## src/core/adsq_params.svh

```systemverilog
`ifndef ADSQ_PARAMS_SVH
`define ADSQ_PARAMS_SVH

`define ADSQ_WORDS        16
`define ADSQ_HALF_WORDS   8
`define ADSQ_ADDR_W       4
`define ADSQ_HALF_ADDR_W  3
`define ADSQ_RESULT_W     12
`define ADSQ_INPUTS       16
`define ADSQ_SEL_W        4
`define ADSQ_CPI_W        4
`define ADSQ_RST_SEL      4'h0
`define ADSQ_RST_RESULT   12'h000
`define ADSQ_RST_COUNT    4'h0
`define ADSQ_LOWER_HALF   1'b0

`endif

```

## src/core/adsq_pkg.sv

```systemverilog
`include "adsq_params.svh"

package adsq_pkg;

  typedef enum logic [1:0] {
    ADSQ_IDLE    = 2'b00,
    ADSQ_SAMPLE  = 2'b01,
    ADSQ_CONVERT = 2'b10
  } adsq_state_t;

  typedef logic [`ADSQ_SEL_W-1:0]    adsq_sel_t;
  typedef logic [`ADSQ_RESULT_W-1:0] adsq_result_t;
  typedef logic [`ADSQ_ADDR_W-1:0]   adsq_addr_t;

endpackage

```

## src/core/adsq_scan_pick.sv

```systemverilog
`include "adsq_params.svh"

module adsq_scan_pick
  import adsq_pkg::*;
(
  input  wire logic [`ADSQ_INPUTS-1:0] scan_select_mask,
  input  wire adsq_sel_t               current_input,
  output adsq_sel_t                    next_input,
  output adsq_sel_t                    lowest_input
);

  // nearest selected input above current, wrapping; itself if nothing else
  always_comb begin
    adsq_sel_t idx;
    idx        = current_input;
    next_input = current_input;
    for (int i = `ADSQ_INPUTS - 1; i >= 1; i--) begin
      idx = current_input + adsq_sel_t'(i);
      if (scan_select_mask[idx]) begin
        next_input = idx;
      end
    end
  end

  // lowest selected input; input zero when the mask is empty
  always_comb begin
    lowest_input = `ADSQ_RST_SEL;
    for (int i = `ADSQ_INPUTS - 1; i >= 0; i--) begin
      if (scan_select_mask[i]) begin
        lowest_input = adsq_sel_t'(i);
      end
    end
  end

endmodule

```

## src/core/adsq_seq.sv

```systemverilog
// Function
// - sample input, convert, store result in next buffer word from word zero
// - count field all ones: interrupt after sixteenth completed conversion
// - split clear: all sixteen words form one buffer, filled in order
// - alternate clear: every sample uses multiplexer A selections only
// - mux A positive select zero routes input zero to positive input
// - mux A negative select clear connects negative reference
// - scan enabled: positive input comes from scan, fixed select ignored
// - full mask scan: one input per conversion, ascending zero to fifteen
// - repeat sample-convert-store until buffer full, then interrupt
// - after interrupt continue; next result to word zero, scan restarts
// - scan disabled: no scan, scan mask ignored
// - only mux A in use: mux B selections ignored
// - count field gives one to sixteen conversions; restart buffer start
// - split set: two eight-word halves alternate per interrupt, lower first
// - status bit shows half being filled: zero lower, one upper
// - auto-sample starts sampling; trigger ends sampling, starts conversion
`include "adsq_params.svh"

module adsq_seq
  import adsq_pkg::*;
(
  input  wire logic                    mclk,
  input  wire logic                    rst_n,
  input  wire logic                    auto_sample_enable,
  input  wire logic                    sample_start,
  input  wire logic                    conv_trigger,
  input  wire logic [`ADSQ_CPI_W-1:0]  conversions_per_interrupt,
  input  wire logic                    buffer_split_enable,
  input  wire logic                    alternate_input_enable,
  input  wire adsq_sel_t               mux_a_positive_select,
  input  wire logic                    mux_a_negative_select,
  input  wire adsq_sel_t               mux_b_positive_select,
  input  wire logic                    mux_b_negative_select,
  input  wire logic                    scan_enable,
  input  wire logic [`ADSQ_INPUTS-1:0] scan_select_mask,
  input  wire logic                    interrupt_flag_clear,
  input  wire logic                    conv_done,
  input  wire adsq_result_t            conv_result,
  input  wire adsq_addr_t              buffer_read_addr,
  output adsq_sel_t                    sh_positive_select,
  output logic                         sh_negative_select,
  output logic                         sampling,
  output logic                         converting,
  output logic                         conv_start,
  output logic                         result_written,
  output adsq_addr_t                   result_write_addr,
  output adsq_result_t                 result_buffer_word,
  output logic                         conversion_interrupt_flag,
  output logic                         sequence_end,
  output logic                         buffer_half_status,
  output logic [`ADSQ_CPI_W-1:0]       sequence_count
);

  adsq_state_t                  state_q;
  adsq_state_t                  state_d;
  logic [`ADSQ_CPI_W-1:0]       count_q;
  logic                         half_q;
  logic                         alt_b_q;
  logic                         alt_b_d;
  adsq_sel_t                    scan_idx_q;
  adsq_sel_t                    scan_idx_d;
  adsq_sel_t                    scan_next;
  adsq_sel_t                    scan_lowest;
  adsq_sel_t                    pos_q;
  logic                         neg_q;
  adsq_sel_t                    pos_d;
  logic                         neg_d;
  logic                         conv_start_q;
  logic                         written_q;
  adsq_addr_t                   waddr_q;
  adsq_result_t                 rdata_q;
  logic                         flag_q;
  logic                         seq_end_q;
  adsq_addr_t                   waddr;
  logic                         start_sample;
  logic                         done_hit;
  logic                         last_conv;
  adsq_result_t                 buffer_mem [`ADSQ_WORDS];

  adsq_scan_pick u_scan_pick (
    .scan_select_mask (scan_select_mask),
    .current_input    (scan_idx_q),
    .next_input       (scan_next),
    .lowest_input     (scan_lowest)
  );

  assign start_sample = auto_sample_enable | sample_start;
  assign done_hit     = (state_q == ADSQ_CONVERT) && conv_done;
  // count field holds conversions minus one
  assign last_conv    = (count_q == conversions_per_interrupt);

  // buffer word address for the result now completing
  always_comb begin
    if (buffer_split_enable) begin
      waddr = {half_q, count_q[`ADSQ_HALF_ADDR_W-1:0]};
    end else begin
      waddr = count_q;
    end
  end

  // input selection latched when sampling begins; at a done edge the
  // phase and pointer move, so the next sample takes their next values
  always_comb begin
    if (alternate_input_enable && alt_b_d) begin
      pos_d = mux_b_positive_select;
      neg_d = mux_b_negative_select;
    end else begin
      // B selections unused on this path
      neg_d = mux_a_negative_select;
      if (scan_enable) begin
        pos_d = scan_idx_d;
      end else begin
        pos_d = mux_a_positive_select;
      end
    end
  end

  always_comb begin
    state_d = state_q;
    case (state_q)
      ADSQ_IDLE: begin
        if (start_sample) begin
          state_d = ADSQ_SAMPLE;
        end
      end
      ADSQ_SAMPLE: begin
        if (conv_trigger) begin
          state_d = ADSQ_CONVERT;
        end
      end
      ADSQ_CONVERT: begin
        if (conv_done) begin
          // continue automatically while auto-sample stays set
          state_d = auto_sample_enable ? ADSQ_SAMPLE : ADSQ_IDLE;
        end
      end
      default: begin
        state_d = ADSQ_IDLE;
      end
    endcase
  end

  always_ff @(posedge mclk or negedge rst_n) begin
    if (!rst_n) begin
      state_q <= ADSQ_IDLE;
    end else begin
      state_q <= state_d;
    end
  end

  // channel held on the sample/hold from start of sample to end of conversion
  always_ff @(posedge mclk or negedge rst_n) begin
    if (!rst_n) begin
      pos_q <= `ADSQ_RST_SEL;
      neg_q <= 1'b0;
    end else if (state_d == ADSQ_SAMPLE && state_q != ADSQ_SAMPLE) begin
      pos_q <= pos_d;
      neg_q <= neg_d;
    end
  end

  always_ff @(posedge mclk or negedge rst_n) begin
    if (!rst_n) begin
      conv_start_q <= 1'b0;
    end else begin
      conv_start_q <= (state_q == ADSQ_SAMPLE) && conv_trigger;
    end
  end

  // conversion counter, restarts at buffer start each interrupt
  always_ff @(posedge mclk or negedge rst_n) begin
    if (!rst_n) begin
      count_q <= `ADSQ_RST_COUNT;
    end else if (done_hit) begin
      if (last_conv) begin
        count_q <= `ADSQ_RST_COUNT;
      end else begin
        count_q <= count_q + 1'b1;
      end
    end
  end

  // half toggles per interrupt while split; lower half whenever split is off
  always_ff @(posedge mclk or negedge rst_n) begin
    if (!rst_n) begin
      half_q <= `ADSQ_LOWER_HALF;
    end else if (!buffer_split_enable) begin
      half_q <= `ADSQ_LOWER_HALF;
    end else if (done_hit && last_conv) begin
      half_q <= ~half_q;
    end
  end

  // next A/B phase, sequence always opens with A
  always_comb begin
    alt_b_d = alt_b_q;
    if (!alternate_input_enable) begin
      alt_b_d = 1'b0;
    end else if (done_hit) begin
      alt_b_d = last_conv ? 1'b0 : ~alt_b_q;
    end
  end

  // next scan pointer: lowest selected while a sequence has not begun
  always_comb begin
    scan_idx_d = scan_idx_q;
    if (done_hit) begin
      if (last_conv) begin
        scan_idx_d = scan_lowest;
      end else if (!alternate_input_enable || alt_b_q) begin
        scan_idx_d = scan_next;
      end
    end else if (state_q == ADSQ_IDLE && count_q == `ADSQ_RST_COUNT) begin
      scan_idx_d = scan_lowest;
    end
  end

  always_ff @(posedge mclk or negedge rst_n) begin
    if (!rst_n) begin
      alt_b_q <= 1'b0;
    end else begin
      alt_b_q <= alt_b_d;
    end
  end

  always_ff @(posedge mclk or negedge rst_n) begin
    if (!rst_n) begin
      scan_idx_q <= `ADSQ_RST_SEL;
    end else begin
      scan_idx_q <= scan_idx_d;
    end
  end

  always_ff @(posedge mclk) begin
    if (done_hit) begin
      buffer_mem[waddr] <= conv_result;
    end
  end

  always_ff @(posedge mclk or negedge rst_n) begin
    if (!rst_n) begin
      rdata_q <= `ADSQ_RST_RESULT;
    end else begin
      rdata_q <= buffer_mem[buffer_read_addr];
    end
  end

  always_ff @(posedge mclk or negedge rst_n) begin
    if (!rst_n) begin
      written_q <= 1'b0;
      waddr_q   <= `ADSQ_RST_COUNT;
      seq_end_q <= 1'b0;
    end else begin
      written_q <= done_hit;
      seq_end_q <= done_hit && last_conv;
      if (done_hit) begin
        waddr_q <= waddr;
      end
    end
  end

  // sticky flag; a new end of sequence beats a simultaneous clear
  always_ff @(posedge mclk or negedge rst_n) begin
    if (!rst_n) begin
      flag_q <= 1'b0;
    end else if (done_hit && last_conv) begin
      flag_q <= 1'b1;
    end else if (interrupt_flag_clear) begin
      flag_q <= 1'b0;
    end
  end

  assign sh_positive_select        = pos_q;
  assign sh_negative_select        = neg_q;
  assign sampling                  = (state_q == ADSQ_SAMPLE);
  assign converting                = (state_q == ADSQ_CONVERT);
  assign conv_start                = conv_start_q;
  assign result_written            = written_q;
  assign result_write_addr         = waddr_q;
  assign result_buffer_word        = rdata_q;
  assign conversion_interrupt_flag = flag_q;
  assign sequence_end              = seq_end_q;
  assign buffer_half_status        = half_q;
  assign sequence_count            = count_q;

endmodule

```

## config.mk

```make
export PLATFORM = sky130hd
export DESIGN_NAME = adsq_seq
export DESIGN_NICKNAME = d
export VERILOG_FILES = /design/src/core/adsq_pkg.sv /design/src/core/adsq_scan_pick.sv /design/src/core/adsq_seq.sv
export VERILOG_INCLUDE_DIRS = /design/src /design/src/core
export SDC_FILE = /design/constraint.sdc
export NUM_CORES = 1
export LEC_CHECK = 0
export ABC_AREA = 1
export ABC_CLOCK_PERIOD_IN_PS = 4600
export BUFFER_PORTS_ARGS = -buffer_cell sky130_fd_sc_hd__buf_2
export CORE_MARGIN = 2
export CORE_UTILIZATION = 35
export CTS_CLUSTER_DIAMETER = 50
export CTS_CLUSTER_SIZE = 40
export DETAILED_ROUTE_END_ITERATION = 8
export PLACE_DENSITY = 0.55
export SLEW_MARGIN = 10
export SYNTH_ARGS = -nofsm -noshare
export SYNTH_HDL_FRONTEND = slang
export SYNTH_HIERARCHICAL = 1
export SYNTH_SLANG_ARGS = --single-unit
```

## constraint.sdc

```tcl
create_clock -name mclk -period 4.6 [get_ports mclk]
set_clock_uncertainty 0.15 [all_clocks]
set_input_delay 0 -clock mclk [delete_from_list [all_inputs] [get_ports mclk]]
set_output_delay 0 -clock mclk [all_outputs]
set_load 0.05 [all_outputs]
```

# --- After elaboration in Yosys (flattened, before gate mapping) ---
# Memory sizes are Yosys's and may differ from the RTL's. A register that Yosys moved wholly into a read port is not among the register bits.
# Index checks and enable logic that the tools add are counted.
word_totals:
  regBits: 25
  latch_bits: 0
  mem_bits_rw: 192
  mem_bits_ro: 0
  in_bits: 56
  output_inout_bits: 32
  wordCells: 149
  n_memories: 1
mem_list:
  columns: ["name", "depth", "width", "read_ports", "rd_ports_with_merged_regs", "write_ports", "line", "rtl"]
  rows:
  - ["buffer_mem", 16, 12, 1, 1, 1, "adsq_seq.sv:79", "adsq_result_t buffer_mem [`ADSQ_WORDS];"]
op_classes:
  add_sub_neg: 16
  mul: 0
  div_mod_pow: 0
  order_cmp: 15
  eq_ne: 6
  shift: 0
  mux: 84
  bitwise_logic: 3
  n_reduce_logical: 12
op_table:
  columns: ["op", "count"]
  rows:
  - ["$mux 4", 39]
  - ["$lt 4x5->1 const B", 15]
  - ["$bmux 1 s4", 15]
  - ["$add 4x4->4 const B", 8]
  - ["$mux 1", 26]
  - ["$add 4x3->4 const B", 4]
  - ["$add 4x1->4 const B", 2]
  - ["$add 4x2->4 const B", 2]
  - ["$logic_and 1x1->1", 6]
  - ["$mux 2", 3]
  - ["$pmux 2 s3", 1]
  - ["$eq 2x1->1 const B", 2]
  - ["$eq 4x4->1", 1]
  - ["$logic_not 4->1", 1]
  - ["$ne 2x1->1 const B", 2]
  - ["$eq 2x2->1 const B", 1]
  - ["$logic_not 1->1", 2]
  - ["$logic_not 2->1", 1]
  - ["$not 1->1", 2]
  - ["$reduce_bool 2->1", 1]
  - ["$logic_or 1x1->1", 1]
  - ["$or 1x1->1", 1]

# --- Logic depth before layout (Yosys ltp) ---
depth:
  ltp_word: 23
  depth_mapped: 35
  depth_no_buf: 33

# --- Cells and area by module ---
# The synthesis kept the hierarchy.
by_module_without_submodules:
  columns: ["module", "n_inst", "cells_each", "area_each_um2", "seq_area_each_um2"]
  rows:
  - ["adsq_seq", 1, 753, 9562.9, 6691.4]
  - ["adsq_scan_pick", 1, 380, 1735.4, 0.0]

# --- Worst setup path after synthesis ---
# Ideal clock, no wire load.
synth_timing:
  path_kind: "reg-to-reg"
  from: "register scan_idx_q[1]"
  to: "register pos_q[1] (netlist: sh_positive_select[1])"
  setup_ns: 0.118
  arrival_ns: 2.878
  t_required_ns: 4.332
  slack_ns: 1.454
  stages_incl_launch_ff: 33
  n_path_buf: 2
  period_less_slack_ns: 3.146
  path_cell_list: "dfrtp_1 inv_1 buf_2 ha_1 inv_1 buf_2 nand3_1 nand3_1 nand3_1 nand2_1 nor2_1 o21ai_1 nand2_1 nand2_1 nand2_1 nand2_1 nand2_1 nand2_1 nand2_1 nand2_1 nand2_1 nand2_1 nand2_1 nand2_1 nand2_1 nand2_1 o21ai_0 nand3_1 nand3_1 nand2_1 nand2_1 nand2_1 nand2_1"
synth_between:
  elab_chain_len: 23
  elab_cells_between_ends: 66
  classes_between: "add/sub (15); mux (51)"
synth_lines:
  columns: ["element", "line", "rtl"]
  rows:
  - ["from (decl)", "adsq_seq.sv:61", "adsq_sel_t scan_idx_q;"]
  - ["from (signal assigned)", "adsq_seq.sv:229", "scan_idx_q <= `ADSQ_RST_SEL;"]
  - ["from (signal assigned)", "adsq_seq.sv:231", "scan_idx_q <= scan_idx_d;"]
  - ["$add 4x4->4", "adsq_scan_pick.sv:18", "idx = current_input + adsq_sel_t'(i);"]
  - ["$bmux 1 s4", "adsq_scan_pick.sv:19", "if (scan_select_mask[idx]) begin"]
  - ["$mux 1 (not written as such)", "adsq_scan_pick.sv:19", null]
  - ["$mux 4 (14 in series)", "adsq_scan_pick.sv:19", null]
  - ["$mux 4 (*)", "adsq_scan_pick.sv:19", null]
  - ["named net scan_next[1]", "adsq_seq.sv:63", "adsq_sel_t scan_next;"]
  - ["$mux 4 (*)", "adsq_seq.sv:211", "end else if (!alternate_input_enable || alt_b_q) begin"]
  - ["$mux 4 (*)", "adsq_seq.sv:209", "if (last_conv) begin"]
  - ["$mux 4 (*)", "adsq_seq.sv:208", "if (done_hit) begin"]
  - ["named net scan_idx_d[1]", "adsq_seq.sv:62", "adsq_sel_t scan_idx_d;"]
  - ["$mux 4 (*)", "adsq_seq.sv:111", "if (scan_enable) begin"]
  - ["$mux 4 (*)", "adsq_seq.sv:105", "if (alternate_input_enable && alt_b_d) begin"]
  - ["to (signal assigned)", "adsq_seq.sv:155", "pos_q <= `ADSQ_RST_SEL;"]
  - ["to (signal assigned)", "adsq_seq.sv:158", "pos_q <= pos_d;"]
  - ["to (decl)", "adsq_seq.sv:65", "adsq_sel_t pos_q;"]
# Mark *: on every way through the listed nets, which the timed path passes. The rest lies on a longest branch. The select of a mux whose other input is x is not followed.
# A chain may end at the register's enable or synchronous reset.

# --- Final worst setup path ---
layout_timing:
  from: "register count_q[2] (netlist: sequence_count[2])"
  to: "register pos_q[1] (netlist: sh_positive_select[1])"
layout_between:
  elab_chain_len: 6
  elab_cells_between_ends: 12
  classes_between: "eq/ne (1); mux (8); reduce/logical (3)"
layout_lines:
  columns: ["element", "line", "rtl"]
  rows:
  - ["from (decl)", "adsq_seq.sv:57", "logic [`ADSQ_CPI_W-1:0] count_q;"]
  - ["from (signal assigned)", "adsq_seq.sv:174", "count_q <= `ADSQ_RST_COUNT;"]
  - ["from (signal assigned)", "adsq_seq.sv:177", "count_q <= `ADSQ_RST_COUNT;"]
  - ["from (signal assigned)", "adsq_seq.sv:179", "count_q <= count_q + 1'b1;"]
  - ["$eq 4x4->1 or $logic_not 4->1 (tied branches)", null, null]
  - ["$mux 1 or $logic_and 1x1->1 (tied branches)", null, null]
  - ["$mux 1 or $mux 4 (tied branches)", "adsq_seq.sv:200, adsq_seq.sv:214", null]
  - ["$mux 1 or $mux 4 (tied branches)", "adsq_seq.sv:198, adsq_seq.sv:208", null]
  - ["$logic_and 1x1->1 or $mux 4 (tied branches)", "adsq_seq.sv:105, adsq_seq.sv:111", null]
  - ["$mux 4 (*)", "adsq_seq.sv:105", null]
# Mark *: on every way between the ends. The rest lies on a longest branch, timed or not.

==> metrics <==
status=finished, final reports clean; initial antenna violation count=0; cells on worst reg2reg path=16; CTS root buffer=clkbuf_16; cell mode on critical path=nand2_4; hold slack=0.0186 ns; crit path max fanout=10; residual DRC count=0; sequential area share after synthesis=59.2%; Mapped Area=0.0113 mm²; RePlAce Congestion=0.894; Synth warnings=6; reg2reg setup slack=0.34 ns; Final Hold Viols=0; H-tree depth=1; ys async rst share=16.2%; Total GRT Usage=17.8%; share of layout cells above drive strength 1=14.9%; Primary FF master, synth=edfxtp_1; CP Data Arrival Time=4.53 ns; unrepaired setup endpoints after global routing=no; routed vias/inst=5.05; Max Slew Vio Count=0; post-placement cell count=1595; Non-Filler Instances=1697; worst path required time=4.86 ns; Post-Route WL=30.2 mm; maximum number of pins on one net before global-route repair=115; Ant. Diodes=0; CP top delay family=buffers and inverters; Wirelength per Cell=17.8 µm; clk slew on worst S/H paths=0.07 ns; CTS tree=built; Setup TNS=0 ns; startpoint class of the critical path=register; Post-synth EDFFs=192; CP Cell Sequence=inv_2 > nand2_4 > nand2_4 > nor2_8 > dlygate4sd3_1 > nand2_4 > dlygate4sd3_1 > nand2_4 > nand2_4 > nand3_1 > dlygate4sd3_1 > nand2_1 > clkinv_1 > nand2_1 > dlygate4sd3_1 > nand2_1; die area=0.0337 mm²; Final setup viols=0; I/O Pins=88; Crit Reg-Reg Startpoint=sequence_count[2]; flops & latches, synth=229; drt pass-1 iters=5; Layout Area Growth over Synthesis=20.2%; pwr/cell area=604 mW/mm²; most frequent cell after synthesis=nand2_1; port buffer count=87; multi-input logic area=0.00379 mm²; number of distinct library cells after synthesis=40; dpl hpwl=18.9 mm; Fmax achieved=235 MHz; Rel. slew slack=33.1%; DIE HEIGHT=184 µm; number of global-route vias before repair=8196; CTS buffer count=24; Hold WC Path Type=input port to asynchronous set/reset pin; Syn Area/Cell=9.97 µm²; measured slew at the worst slew-check pin=1.00 ns; Filler Cell Count=3024; Setup Buffers After CTS=0; top post-synthesis cells by count=234 x nand2_1, 192 x edfxtp_1, 131 x inv_1; Worst path slowest cell=dlygate4sd3_1; Routed Antenna Nets=0; FF/Latch Area=0.00669 mm²; Syn Nets=1200; Nets=1344; FP Rows=65; Clock Sinks=229; Starting Density=35.7%; clock buffer depth=3; first-pass GRT wire length=46.5 mm; Worst-Skew Late Latency=0.52 ns; Syn Inst Count=1133; peak supply drop=0.404 mV; Crit path largest cell delay=0.75 ns; min cycle time layout=4.26 ns; Vias=8567; crit end category=register; fin crit share=92.7%; Placeable Area=0.0316 mm²; die width=184 µm; max-cap violation count=0; Remaining Overflow, GRT=0; CP bufs+invs=6; Yosys top cell by area=edfxtp_1; top post-synthesis cells by area=edfxtp_1 51%, dfrtp_1 8.2%, nand2_1 7.8%, inv_1 4.4%, mux2i_1 4.3%; initial DRC count=654; Leakage=0.00572 µW; critical path class=register to register; area share of the largest cell type after synthesis=51.0%; r2r endpoint=sh_positive_select[1]
## flip-flops by register name, summed over array words and instances (netlist names)
register                   cells
result_write_addr              4
sequence_count                 4
sh_positive_select             4
sequence_end                   1
sh_negative_select             1
result_written                 1
conversion_interrupt_flag      1
buffer_half_status             1
alt_b_q                        1
buffer_mem                   192
state_q                        2
conv_start                     1
scan_idx_q                     4
result_buffer_word            12
## cell families after synthesis
logic type               Yosys count  share of synthesized area (%)
multiplexers                      48                           4.25
buffers and inverters            199                           7.43
XOR/XNOR                           7                          0.609
AND/OR/NAND/NOR                  409                           15.8
adder cells (fa/ha/maj)           11                           1.22
AO/OA/AOI/OAI                    230                           11.4
flip-flops                       229                           59.2
## metal layers
metal  track usage (%)  wire [µm]  up-vias
met5                 0          0        -
met4              3.84        467        0
met3              2.83       1590       32
met2              28.4      13600      273
met1              25.7      14500     4078
li1                  -          -     4184
## what timing repair did
action | 4_1_cts | 5_1_grt
setup endpoints to repair | 0 | 5
hold buffers | 58 | 0
hold endpoints to repair | 266 | 0
resized for setup | 0 | 5
## per-stage QoR
stage | util (%) | instance area, µm² | worst slack (ns) | total power (µW)
6_report | 42.9 | 13600 | 0.336 | 8200
5_1_grt | 42.9 | 13600 | 0.0859 | 8770
4_1_cts | 42.9 | 13600 | 0.241 | 8160
3_5_place_dp | 38.4 | 12100 | 0.774 | 6010
3_3_place_gp | 38.4 | 12100 | 0.669 | 6030
2_1_floorplan | - | 11300 | 1.45 | 5150
## cell type report
type	count	share of cell area [%]
Multi-Input combinational cell	705	27.9
Sequential cell	229	49.3
Timing Repair Buffer	166	8.75
Clock buffer	24	4.42
Tap cell	402	3.70
Clock inverter	20	1.73
Inverter	151	4.22
## layout by cell type (no fill, tap or decap), types with 24 or more instances in the layout
cell           Yosys  final
a21oi_1           90     90
buf_2             15     86
clkbuf_16          0     24
dfrtp_1           37     36
dlygate4sd3_1      0     58
edfxtp_1         192    192
inv_1            131    130
mux2i_1           48     48
nand2_1          234    234
nand3_1           91     91
nor2_1            50     48
o211ai_1          48     48
o21ai_0           72     72
## power breakdown
part | total, µW | internal [µW] | switching [µW]
registers | 2490 | 2370 | 115
logic | 3680 | 1160 | 2520
clock network | 2030 | 1120 | 913
## worst max-delay path by stage
stage,startpoint,endpoint,slack (ns),cells past startpoint
4_1_cts,scan_idx_q[2],sh_positive_select[1],0.24,32
2_1_floorplan,scan_idx_q[1],sh_positive_select[1],1.45,32
3_3_place_gp,scan_idx_q[2],sh_positive_select[1],0.67,31
3_5_place_dp,scan_idx_q[2],sh_positive_select[1],0.77,31
5_1_grt,scan_idx_q[2],sh_positive_select[3],0.09,29
6_report,sequence_count[2],sh_positive_select[1],0.34,16
No activity file was read; power rests on OpenSTA's default activity.
